<file path="config.mk">
export PLATFORM = sky130hd
export DESIGN_NAME = scc_clock_ctrl
export DESIGN_NICKNAME = d
export VERILOG_FILES = /design/src/rtl/scc_pkg.sv /design/src/rtl/scc_sync.sv /design/src/rtl/scc_divider.sv /design/src/rtl/scc_clock_ctrl.sv
export VERILOG_INCLUDE_DIRS = /design/src /design/src/rtl
export SDC_FILE = /design/constraint.sdc
export NUM_CORES = 1
export LEC_CHECK = 0
export BUFFER_PORTS_ARGS = -buffer_cell sky130_fd_sc_hd__buf_4
export CORE_MARGIN = 10
export CORE_UTILIZATION = 40
export DETAILED_ROUTE_END_ITERATION = 6
export PLACE_DENSITY_LB_ADDON = 0.12
export SLEW_MARGIN = 20
export SYNTH_ARGS = -nofsm -noshare
export SYNTH_HDL_FRONTEND = slang
export SYNTH_HIERARCHICAL = 1
export SYNTH_SLANG_ARGS = --single-unit
</file>
<file path="constraint.sdc">
create_clock -name core_clk -period 2.7 [get_ports core_clk]
set_input_delay 0.27 -clock core_clk [delete_from_list [all_inputs] [get_ports core_clk]]
set_output_delay 0.27 -clock core_clk [all_outputs]
set_load 0.03 [all_outputs]
</file>
<file path="src/rtl/scc_defines.svh">
// Register offsets, field positions, reset values and timing counts of the clock controller
`ifndef SCC_DEFINES_SVH
`define SCC_DEFINES_SVH

`define SCC_ADDR_CTRL      8'h00
`define SCC_ADDR_GATE      8'h04
`define SCC_ADDR_STATUS    8'h08
`define SCC_ADDR_ISTAT     8'h0C
`define SCC_ADDR_IMASK     8'h10
`define SCC_ADDR_CCO       8'h14

`define SCC_CTRL_SRC_LSB   0
`define SCC_CTRL_DIV_LSB   2
`define SCC_CTRL_RTC_LSB   5
`define SCC_CTRL_CFM_BIT   7
`define SCC_CTRL_LP_LSB    8

`define SCC_GATE_CORE_BIT  0
`define SCC_GATE_MEM_BIT   1
`define SCC_GATE_PER_LSB   2
`define SCC_GATE_LCD_BIT   10

`define SCC_IRQ_CFM_BIT    0
`define SCC_IRQ_SW_BIT     1

`define SCC_CCO_EN_BIT     3

`define SCC_CTRL_RST       10'h06D
`define SCC_GATE_RST       11'h7FF
`define SCC_CCO_RST        4'h0

`define SCC_CLK_PERIOD_NS  4
`define SCC_CFM_TIMEOUT_NS 2000
`define SCC_CFM_TIMEOUT_CYC (`SCC_CFM_TIMEOUT_NS / `SCC_CLK_PERIOD_NS)

`endif

</file>
<file path="src/rtl/scc_pkg.sv">
// Types shared by the clock controller modules
package scc_pkg;

  typedef enum logic [1:0] {
    SRC_EXT_FAST = 2'b00,
    SRC_INT_FAST = 2'b01,
    SRC_EXT_SLOW = 2'b10,
    SRC_INT_SLOW = 2'b11
  } scc_src_e;

  typedef enum logic [1:0] {
    SW_IDLE     = 2'b00,
    SW_WAIT_RDY = 2'b01,
    SW_WAIT_LOW = 2'b10
  } scc_sw_e;

  typedef enum logic [1:0] {
    LP_RUN         = 2'b00,
    LP_WAIT        = 2'b01,
    LP_ACTIVE_HALT = 2'b10,
    LP_HALT        = 2'b11
  } scc_lp_e;

endpackage

</file>
<file path="src/rtl/scc_sync.sv">
// Two-stage synchroniser for a vector of pin levels
`timescale 1ns/1ns
module scc_sync #(
  parameter int W = 8
) (
  input  wire logic         core_clk,
  input  wire logic         nrst,
  input  wire logic [W-1:0] asyncIn,
  output logic      [W-1:0] syncOut
);

  logic [W-1:0] ff1_r;
  logic [W-1:0] ff2_r;

  always_ff @(posedge core_clk or negedge nrst) begin
    if (!nrst) begin
      ff1_r <= '0;
      ff2_r <= '0;
    end else begin
      ff1_r <= asyncIn;
      ff2_r <= ff1_r;
    end
  end

  assign syncOut = ff2_r;

endmodule

</file>
<file path="src/rtl/scc_divider.sv">
// Power-of-two prescaler counting edges of the selected oscillator level
`timescale 1ns/1ns
module scc_divider (
  input  wire logic       core_clk,
  input  wire logic       nrst,
  input  wire logic       srcLvl,
  input  wire logic [2:0] ratioLog2,
  input  wire logic       restart,
  output logic            clkOut
);

  logic       prevLvl_r;
  logic [7:0] cnt_r;
  logic       clkOut_r;

  wire        srcEdge = srcLvl ^ prevLvl_r;
  wire  [7:0] limit   = 8'((8'h01 << ratioLog2) - 8'h01);
  wire        atLimit = (cnt_r >= limit);

  // Toggle every 2^n source edges, so output period is 2^n source periods
  always_ff @(posedge core_clk or negedge nrst) begin
    if (!nrst) begin
      prevLvl_r <= 1'b0;
      cnt_r     <= 8'h00;
      clkOut_r  <= 1'b0;
    end else begin
      prevLvl_r <= srcLvl;
      if (restart) begin
        cnt_r    <= 8'h00;
        clkOut_r <= 1'b0;
      end else if (srcEdge) begin
        cnt_r    <= atLimit ? 8'h00 : 8'(cnt_r + 8'h01);
        clkOut_r <= atLimit ? ~clkOut_r : clkOut_r;
      end
    end
  end

  assign clkOut = clkOut_r;

endmodule

</file>
<file path="src/rtl/scc_clock_ctrl.sv">
// System clock controller: source switching, prescaler, gating, failure monitor, clock output
// Operation
// - The selected system clock is divided by a software-set power-of-two prescaler before distribution.
// - The system source can be changed at run time by register without glitches on the distributed clock.
// - Core, each peripheral and memory clocks have their own software gate.
// - The system multiplexer takes external fast, internal fast, external slow and internal slow sources.
// - A separate selector picks any of the four sources for the real-time clock and display clocks.
// - After reset the system runs from the internal fast oscillator divided by eight.
// - Software may change prescaler and source at any time after reset.
// - The clock failure monitor stays off until software enables it.
// - An enabled monitor that sees the external fast oscillator fail switches to internal fast by itself.
// - A configurable clock output pin shows a chosen internal clock.
// - Low-power modes stop clocks, with only the real-time clock and the clock output pin left running in active-halt.
`timescale 1ns/1ns
`include "scc_defines.svh"
module scc_clock_ctrl (
  input  wire logic        core_clk,
  input  wire logic        nrst,
  input  wire logic [7:0]  paddr,
  input  wire logic        psel,
  input  wire logic        penable,
  input  wire logic        pwrite,
  input  wire logic [31:0] pwdata,
  output logic      [31:0] prdata,
  output logic             pready,
  output logic             pslverr,
  input  wire logic [3:0]  oscIn,
  input  wire logic [3:0]  oscReady,
  input  wire logic        wakeup,
  output logic             coreClk,
  output logic             memClk,
  output logic      [7:0]  periphClk,
  output logic             rtcClk,
  output logic             lcdClk,
  output logic             ccoOut,
  output logic             irq,
  output scc_pkg::scc_src_e activeSrc,
  output logic             switchBusy
);
  import scc_pkg::*;

  localparam logic [9:0] CFM_LIMIT = 10'(`SCC_CFM_TIMEOUT_CYC - 1);

  function automatic logic selBit(input logic [3:0] vec, input logic [1:0] sel);
    selBit = vec[sel];
  endfunction

  // Synchronised oscillator levels and ready flags
  logic [3:0] oscLvl;
  logic [3:0] oscRdy;

  scc_sync #(
    .W (8)
  ) u_sync (
    .core_clk (core_clk),
    .nrst     (nrst),
    .asyncIn  ({oscReady, oscIn}),
    .syncOut  ({oscRdy, oscLvl})
  );

  logic [9:0]  ctrl_r;
  logic [9:0]  ctrl_nxt;
  logic [10:0] gate_r;
  logic [1:0]  istat_r;
  logic [1:0]  istat_nxt;
  logic [1:0]  imask_r;
  logic [3:0]  cco_r;
  logic [31:0] prdata_r;
  logic        pready_r;
  logic        pslverr_r;
  scc_src_e    activeSrc_r;
  scc_sw_e     swState_r;
  scc_sw_e     swState_nxt;
  logic        prevExt_r;
  logic [9:0]  cfmCnt_r;
  logic        coreClk_r;
  logic        memClk_r;
  logic [7:0]  periphClk_r;
  logic        rtcClk_r;
  logic        lcdClk_r;
  logic        ccoOut_r;
  logic        irq_r;
  logic        switchBusy_r;
  logic        divClk;

  // APB decode
  wire        apbSetup  = psel & ~penable;
  wire        apbAccess = psel & penable & pready_r;
  wire        wrAccess  = apbAccess & pwrite;
  wire        hitCtrl   = (paddr == `SCC_ADDR_CTRL);
  wire        hitGate   = (paddr == `SCC_ADDR_GATE);
  wire        hitStatus = (paddr == `SCC_ADDR_STATUS);
  wire        hitIstat  = (paddr == `SCC_ADDR_ISTAT);
  wire        hitImask  = (paddr == `SCC_ADDR_IMASK);
  wire        hitCco    = (paddr == `SCC_ADDR_CCO);
  wire        hitAny    = hitCtrl | hitGate | hitStatus | hitIstat | hitImask | hitCco;
  wire        wrCtrl    = wrAccess & hitCtrl;
  wire        wrGate    = wrAccess & hitGate;
  wire        wrIstat   = wrAccess & hitIstat;
  wire        wrImask   = wrAccess & hitImask;
  wire        wrCco     = wrAccess & hitCco;

  // Control fields
  wire  [1:0] reqSrc  = ctrl_r[`SCC_CTRL_SRC_LSB +: 2];
  wire  [2:0] divLog2 = ctrl_r[`SCC_CTRL_DIV_LSB +: 3];
  wire  [1:0] rtcSel  = ctrl_r[`SCC_CTRL_RTC_LSB +: 2];
  wire        cfmEn   = ctrl_r[`SCC_CTRL_CFM_BIT];
  wire  [1:0] lpMode  = ctrl_r[`SCC_CTRL_LP_LSB +: 2];

  wire [31:0] statusWord = {25'h0, oscRdy, switchBusy_r, activeSrc_r};
  wire [31:0] rdMux =
    hitCtrl   ? {22'h0, ctrl_r}  :
    hitGate   ? {21'h0, gate_r}  :
    hitStatus ? statusWord       :
    hitIstat  ? {30'h0, istat_r} :
    hitImask  ? {30'h0, imask_r} :
    hitCco    ? {28'h0, cco_r}   : 32'h0;

  // Clock failure monitor on the external fast oscillator
  wire        extToggle = oscLvl[0] ^ prevExt_r;
  wire        cfmWatch  = cfmEn & (activeSrc_r == SRC_EXT_FAST);
  wire        cfmStall  = ~extToggle & (cfmCnt_r >= CFM_LIMIT);
  wire        cfmFail   = cfmWatch & (cfmStall | ~oscRdy[0]);
  // Counter clears with the failure it flags at the limit; any synced edge or leaving the watch restarts it
  wire        cfmClear  = extToggle | ~cfmWatch | cfmFail;
  wire  [9:0] cfmCntInc = 10'(cfmCnt_r + 10'h001);

  // Source switch sequencing
  wire        reqDiffers = (reqSrc != activeSrc_r);
  // The old source keeps running until the requested one reports ready
  wire        reqReady   = selBit(oscRdy, reqSrc);

  // Change only while the divided clock is low, so no runt pulse reaches the gates
  wire        lowPhase   = ~divClk;
  wire        switchNow  = (swState_r == SW_WAIT_LOW) & reqDiffers & reqReady & lowPhase & ~cfmFail;

  always_comb begin
    swState_nxt = swState_r;
    case (swState_r)
      SW_IDLE: begin
        if (reqDiffers) begin
          swState_nxt = SW_WAIT_RDY;
        end
      end
      SW_WAIT_RDY: begin
        if (!reqDiffers) begin
          swState_nxt = SW_IDLE;
        end else if (reqReady) begin
          swState_nxt = SW_WAIT_LOW;
        end
      end
      SW_WAIT_LOW: begin
        if (!reqDiffers || !reqReady || switchNow) begin
          swState_nxt = SW_IDLE;
        end
      end
      default: begin
        swState_nxt = SW_IDLE;
      end
    endcase
    if (cfmFail) begin
      swState_nxt = SW_IDLE;
    end
  end

  // Control register: software writes, monitor forces internal fast, wakeup returns to run
  always_comb begin
    ctrl_nxt = wrCtrl ? pwdata[9:0] : ctrl_r;
    if (cfmFail) begin
      ctrl_nxt[`SCC_CTRL_SRC_LSB +: 2] = SRC_INT_FAST;
    end
    if (wakeup) begin
      ctrl_nxt[`SCC_CTRL_LP_LSB +: 2] = LP_RUN;
    end
  end

  // Sticky events, set wins over write-one-to-clear
  wire  [1:0] events   = {switchNow, cfmFail};
  wire  [1:0] clrMask  = wrIstat ? pwdata[1:0] : 2'h0;
  assign istat_nxt = (istat_r & ~clrMask) | events;

  // Prescaled system clock from the active source
  wire        sysLvl = selBit(oscLvl, activeSrc_r);
  scc_divider u_div (
    .core_clk  (core_clk),
    .nrst      (nrst),
    .srcLvl    (sysLvl),
    .ratioLog2 (divLog2),
    .restart   (switchNow | cfmFail),
    .clkOut    (divClk)
  );

  // Low-power mode clock permissions
  wire        runCore = (lpMode == LP_RUN);
  wire        runPer  = (lpMode == LP_RUN) | (lpMode == LP_WAIT);
  wire        runRtc  = (lpMode != LP_HALT);
  wire        rtcLvl  = selBit(oscLvl, rtcSel);
  wire        coreEn  = gate_r[`SCC_GATE_CORE_BIT] & runCore;
  wire        memEn   = gate_r[`SCC_GATE_MEM_BIT] & runPer;
  wire  [7:0] perEn   = {8{runPer}} & gate_r[`SCC_GATE_PER_LSB +: 8];
  wire        lcdEn   = gate_r[`SCC_GATE_LCD_BIT] & runPer;
  wire        irqPend = |(istat_r & imask_r);

  // Clock output selection: 0 system, 1..4 oscillators, 5 real-time clock
  // Selection changes are not sequenced; the output register bounds the shortest pulse
  wire  [2:0] ccoSel  = cco_r[2:0];
  wire        ccoPick =
    (ccoSel == 3'h0) ? divClk :
    (ccoSel == 3'h5) ? rtcLvl :
    (ccoSel <= 3'h4) ? selBit(oscLvl, 2'(ccoSel - 3'h1)) : 1'b0;

  // Every setup gets exactly one access cycle, no wait states
  always_ff @(posedge core_clk or negedge nrst) begin
    if (!nrst) begin
      prdata_r  <= 32'h0;
      pready_r  <= 1'b0;
      pslverr_r <= 1'b0;
    end else begin
      pready_r  <= apbSetup;
      pslverr_r <= apbSetup & ~hitAny;
      prdata_r  <= (apbSetup & ~pwrite) ? rdMux : 32'h0;
    end
  end

  always_ff @(posedge core_clk or negedge nrst) begin
    if (!nrst) begin
      ctrl_r  <= `SCC_CTRL_RST;
      gate_r  <= `SCC_GATE_RST;
      istat_r <= 2'h0;
      imask_r <= 2'h0;
      cco_r   <= `SCC_CCO_RST;
    end else begin
      ctrl_r  <= ctrl_nxt;
      gate_r  <= wrGate ? pwdata[10:0] : gate_r;
      istat_r <= istat_nxt;
      imask_r <= wrImask ? pwdata[1:0] : imask_r;
      cco_r   <= wrCco ? pwdata[3:0] : cco_r;
    end
  end

  always_ff @(posedge core_clk or negedge nrst) begin
    if (!nrst) begin
      activeSrc_r  <= SRC_INT_FAST;
      swState_r    <= SW_IDLE;
      switchBusy_r <= 1'b0;
    end else begin
      swState_r    <= swState_nxt;
      switchBusy_r <= (swState_nxt != SW_IDLE);
      if (cfmFail) begin
        activeSrc_r <= SRC_INT_FAST;
      end else if (switchNow) begin
        activeSrc_r <= scc_src_e'(reqSrc);
      end
    end
  end

  always_ff @(posedge core_clk or negedge nrst) begin
    if (!nrst) begin
      prevExt_r <= 1'b0;
      cfmCnt_r  <= 10'h000;
    end else begin
      prevExt_r <= oscLvl[0];
      cfmCnt_r  <= cfmClear ? 10'h000 : (cfmStall ? cfmCnt_r : cfmCntInc);
    end
  end

  // Registered gated clocks
  always_ff @(posedge core_clk or negedge nrst) begin
    if (!nrst) begin
      coreClk_r   <= 1'b0;
      memClk_r    <= 1'b0;
      periphClk_r <= 8'h00;
      rtcClk_r    <= 1'b0;
      lcdClk_r    <= 1'b0;
      ccoOut_r    <= 1'b0;
      irq_r       <= 1'b0;
    end else begin
      coreClk_r   <= divClk & coreEn;
      memClk_r    <= divClk & memEn;
      periphClk_r <= {8{divClk}} & perEn;
      rtcClk_r    <= rtcLvl & runRtc;
      lcdClk_r    <= rtcLvl & lcdEn;
      ccoOut_r    <= ccoPick & cco_r[`SCC_CCO_EN_BIT];
      irq_r       <= irqPend;
    end
  end

  assign prdata     = prdata_r;
  assign pready     = pready_r;
  assign pslverr    = pslverr_r;
  assign coreClk    = coreClk_r;
  assign memClk     = memClk_r;
  assign periphClk  = periphClk_r;
  assign rtcClk     = rtcClk_r;
  assign lcdClk     = lcdClk_r;
  assign ccoOut     = ccoOut_r;
  assign irq        = irq_r;
  assign activeSrc  = activeSrc_r;
  assign switchBusy = switchBusy_r;

endmodule

</file>
==> results.toml, run 1 <==
[power_and_ir_drop]
swShare = 0.298
leakagePower_nw = 2.54
clockPowerShare = 0.351
finalPower_mw = 3.53
internal-power_mw = 2.48
seq_power_share = 0.476
power.switching_mw = 1.05
ir_drop_uv = 471
combPwrFrac = 0.174
cellPowerDensity_nw_per_um2 = 655

[timing]
clock.fmax_mhz = 400
whs_ps = 28.2
slew_viol_final = 0
period_share = 0.927
hold_viol = 0
post-route-min-period_ps = 2500
worst_pin_slew_ps = 795
finalSetupTns_ps = 0
skew_ps = 6.10
setup_violations = 0
slew_headroom = 0.469
rsz0062_at_grt = "false"

[finish]
syn2layout_area_growth_pct = 19.7
nNetsFinal = 517
n_antenna_cell = 0
final_cell_mix = "dfrtp_1 (81), buf_4 (69), nor2_1 (34)"
final_common_cell = "dfrtp_1"
final_layout_size_suffix_gt1_frac = 0.314

[drt]
vias_per_cell = 5.08
vias = 3028
drt_iter0_markers = 198
drc = 0
drtPass1Iterations = 4
post_drt_wl_per_cell_um = 16.9
ant_nets = 0
drt_wl_total_mm = 10.1

[worst_hold_path]
min_path_cells = 1
min_path_type = "in2reg"
hold-path-endpoint = "u_sync/ff1_r[7]"
hp-start = "oscReady[3]"

[synth]
synth-seq-area-share = 0.549
netlist_area_um2 = 4510
ys.flop_type = "dfrtp_1"
ys_types = 62
synth_top_area_share = 0.450
ys_ff_latch = 98
syn-instance-count = 380
synth.area.top_cells = "dfrtp_1 (45%), dfstp_2 (9.9%), mux2_2 (5.5%)"
synth_top_area_cell = "dfrtp_1"
avgSynthCellArea_um2 = 11.9
ys_async_sr_fraction = 1.00
synth_edf_count = 0
yosysWarnings = 6

[setup_path]
critPathCaptureType = "flop"
r2r-start = "cfmCnt_r[0]"
cp-startpoint = "cfmCnt_r[0]"
worst-r2r-cell-count = 10
crit_arrival_ps = 2730
rrSetupSlack_ps = 200
worst-setup-path-type = "reg2reg"
required_ps = 2930
r2r_end = "u_div/clkOut"
crit_fanout = 5
startpoint_type = "flop"

[clock_network]
numCtsBuffers = 9
clock_latency_ps = 350
cts_tree = "done"
post_cts_buffers = 0
cts_root_buffer = "clkbuf_16"
clock_path_buffers = 2
ctsHtreeMaxLevel = 3
clk_pin_slew_ps = 70
cts_sinks = 98

[floorplan]
rows = 38
die_w_um = 126
num_io_pins = 105
die_area_um2 = 15900
die_h_um = 126
core_um2 = 10900
start_util = 0.412

[grt]
grt_max_degree = 51
grt_use_total = 0.129
grt_pass1_wl_mm = 16.6
grt_overflow = 0
antenna_found_initial = 0
grt_pass1_vias = 3144

[placed_design]
dp_hpwl_mm = 7.60
numPortBuffers = 62
place.gp.congestion = 0.791

[job]
cap_violations = 0

[outcome]
status = "finished clean"
-- power by group through the flow --
stage               registers [mW]  clock network, mW  logic [mW]
finish                        1.68               1.24       0.614
global route                  1.70               1.33       0.702
CTS                           1.68               1.27       0.623
detailed placement            1.71                  0       0.622
global placement              1.71                  0       0.601
floorplan                     1.71                  0       0.411
-- sequential cells by signal, indices dropped and copies added (netlist names), 2 cells and up --
signal and flops:
u_div/cnt_r 8, swState_r 2, istat_r 2, cfmCnt_r 10, gate_r 11, ctrl_r 10
u_sync/syncOut 8, imask_r 2, periphClk 8, u_sync/ff1_r 8, activeSrc 2, prdata 11
cco_r 4
-- layout make-up --
cell class | count | area [µm²]
clock buffers | 10 | 239
clock inverters | 6 | 48.8
fillers | 1019 | 5540
inverters | 12 | 45.0
multi-input cells | 259 | 1860
flip-flops and latches | 98 | 2470
well taps | 140 | 175
repair buffers | 71 | 548
-- synthesized netlist by cell type (all sizes together), types with 3 or more instances --
library cell / count
mux4: 4
nor2b: 7
xor2: 9
nor2: 35
clkbuf: 6
a21oi: 11
dfrtp: 81
nor3: 7
nand2: 16
buf: 26
and2: 10
mux2: 25
nand3: 9
mux2i: 9
o21ai: 6
a22oi: 3
ha: 12
o22ai: 3
and3: 7
or3: 5
dfstp: 17
xnor2: 6
inv: 12
o211ai: 3
nand4: 8
a211oi: 4
nand2b: 4
-- layer usage --
layer	track usage	vias to the layer above	wire length [µm]
met1	0.173	1507	4780
met3	0.0361	11	457
met5	0	-	0
met2	0.197	68	4720
li1	-	1442	-
met4	0.0409	0	128
-- through the flow --
| stage | cells | worst slack [ps] | utilization | area [µm²] |
|---|---|---|---|---|
| finish | 596 | 198 | 0.493 | 5390 |
| detailed placement | 579 | 223 | 0.465 | 5090 |
| CTS | 596 | 211 | 0.493 | 5390 |
| global placement | 579 | 252 | 0.465 | 5090 |
| floorplan | 401 | 186 | - | 4580 |
| global route | 596 | 16.0 | 0.493 | 5390 |
-- logic make-up after synthesis --
| family | count (synthesis) | synth area share |
|---|---|---|
| AOI/OAI and AO/OA | 49 | 0.0791 |
| xor gates and xnor gates | 15 | 0.0292 |
| adders and majority gates | 12 | 0.0333 |
| buffers and inverters | 44 | 0.0564 |
| DFF | 98 | 0.549 |
| muxes | 38 | 0.103 |
| other | 2 | 0.00167 |
| and+or+nand+nor | 122 | 0.148 |
-- critical path, cell delays in order, from the launching register on --
cell and delay (ps):
dfrtp_1 400, ha_1 250, or3_1 330, a31oi_2 200, o21ai_1 100, nand2b_1 210, a211oi_2 180, nand2_1 90
a41oi_2 190, a21oi_2 130, mux2_4 310
-- worst max path at each step --
stage,end,cells after the start,slack [ps]
2_1_floorplan,u_div/clkOut,10,190
6_report,u_div/clkOut,10,200
3_5_place_dp,u_div/clkOut,10,220
4_1_cts,u_div/clkOut,10,210
5_1_grt,u_div/clkOut,10,20
3_3_place_gp,u_div/clkOut,10,250
-- repair_timing --
item / CTS / global route
hold endpoints to repair: 37 / 0
setup endpoints to repair: 0 / 1
resized for setup: 0 / 1
hold buffers: 1 / 0
No activity file was read; power rests on OpenSTA's default activity.
==> inputs of run 2 (changes only) <==
--- a/config.mk
+++ b/config.mk
@@ -7,6 +7,7 @@
 export NUM_CORES = 1
 export LEC_CHECK = 0
 export BUFFER_PORTS_ARGS = -buffer_cell sky130_fd_sc_hd__buf_4
+export CORE_ASPECT_RATIO = 0.8
 export CORE_MARGIN = 10
 export CORE_UTILIZATION = 40
 export DETAILED_ROUTE_END_ITERATION = 6
==> run 2 against run 1 <==
Against the previous run:
- the flow now finishes with violations (negative hold slack)
- sequential power hardly changed
- sequential share of layout area is 0.19 points lower
- combinational power is 4.1% higher
- critical path type unchanged
- largest cell class unchanged
- highest routed layer unchanged
==> results.toml, run 2 (synthesis results as in run 1) <==
[setup_path]
crit_fanout = 5
crit_arrival_ps = 2670
rrSetupSlack_ps = 260
r2r-start = "ctrl_r[0]"
worst-setup-path-type = "reg2reg"
required_ps = 2930
startpoint_type = "flop"
r2r_end = "u_div/clkOut"
worst-r2r-cell-count = 8
critPathCaptureType = "flop"

[job]
cap_violations = 0

[floorplan]
die_area_um2 = 15900
die_h_um = 115
num_io_pins = 105
core_um2 = 10900
rows = 34
die_w_um = 139
start_util = 0.412

[power_and_ir_drop]
leakagePower_nw = 2.55
ir_drop_uv = 411
cellPowerDensity_nw_per_um2 = 665

[drt]
vias = 2974
drt_iter0_markers = 126
drt_wl_total_mm = 10.2
post_drt_wl_per_cell_um = 17.0
drc = 0
vias_per_cell = 4.96
drtPass1Iterations = 4
ant_nets = 0

[grt]
grt_pass1_wl_mm = 16.9
grt_overflow = 0
grt_max_degree = 59
grt_use_total = 0.131
grt_pass1_vias = 3099
antenna_found_initial = 0

[timing]
skew_ps = 5.25
period_share = 0.905
setup_violations = 0
post-route-min-period_ps = 2440
slew_headroom = 0.497
clock.fmax_mhz = 409
hold_viol = 12
worst_pin_slew_ps = 754
finalSetupTns_ps = 0
slew_viol_final = 0
rsz0062_at_grt = "false"
whs_ps = -9.53

[finish]
syn2layout_area_growth_pct = 20.2
fin_util = 0.495
final_cell_mix = "dfrtp_1 (81), buf_4 (69), nor2_1 (34)"
final_layout_size_suffix_gt1_frac = 0.314
nNetsFinal = 517
final_common_cell = "dfrtp_1"
n_antenna_cell = 0

[clock_network]
cts_root_buffer = "clkbuf_16"
cts_hold_buf = 0
ctsHtreeMaxLevel = 3
cts_sinks = 98
numCtsBuffers = 9
clk_pin_slew_ps = 70
clock_latency_ps = 340
clock_path_buffers = 2
cts_tree = "done"
post_cts_buffers = 0
ctsResizeCount = 0

[worst_hold_path]
min_path_type = "in2async"

[placed_design]
numPortBuffers = 62
dp_hpwl_mm = 7.72
place.gp.congestion = 0.786

[outcome]
status = "complete, but fails checks"
violations = "negative hold slack"
-- run 2: report_power, final --
group	switching, mW	internal (mW)	leakage (nW)
registers	0.108	1.57	1.24
clock network	0.559	0.728	0.148
logic	0.376	0.263	1.16
total	1.04	2.56	2.55
-- run 2: through the flow --
stage	std cells	power (mW)	instance area [µm²]	worst slack (ps)
floorplan	401	2.12	4580	186
global placement	584	2.32	5110	263
detailed placement	584	2.34	5110	233
CTS	600	3.64	5420	232
global route	600	3.80	5420	16.3
finish	600	3.60	5420	258
-- run 2: cell type report --
cell class,instances,area [µm²]
tap,144,180
clock buffer,9,225
timing repair buffer,71,558
fill,980,5520
multi-input combinational,259,1860
inverter,12,45.0
sequential,98,2470
clock inverter,7,76.3
-- run 2: worst max-delay path: stages, from the launching register on --
cell and delay (ps):
dfstp_2 580, mux4_2 560, o2111ai_1 160, nand2b_1 160, a211oi_2 180, nand2_1 80
a41oi_2 190, a21oi_2 130, mux2_4 310
-- run 2: per-layer routing --
metal,track usage,up-vias,part of all wire
met5,0,-,0
met4,0.0368,0,0.0050
met3,0.0441,4,0.048
met2,0.188,56,0.44
met1,0.185,1479,0.51
li1,-,1435,-
-- run 2: worst max path at each step --
stage	slack (ps)	endpoint	depth (start not counted)	from
after floorplan	190	u_div/clkOut	10	cfmCnt_r[0]
after global placement	260	u_div/clkOut	10	cfmCnt_r[0]
after detailed placement	230	u_div/clkOut	10	cfmCnt_r[0]
after CTS	230	u_div/clkOut	10	cfmCnt_r[0]
after global routing	20	u_div/clkOut	10	cfmCnt_r[0]
final	260	u_div/clkOut	8	ctrl_r[0]
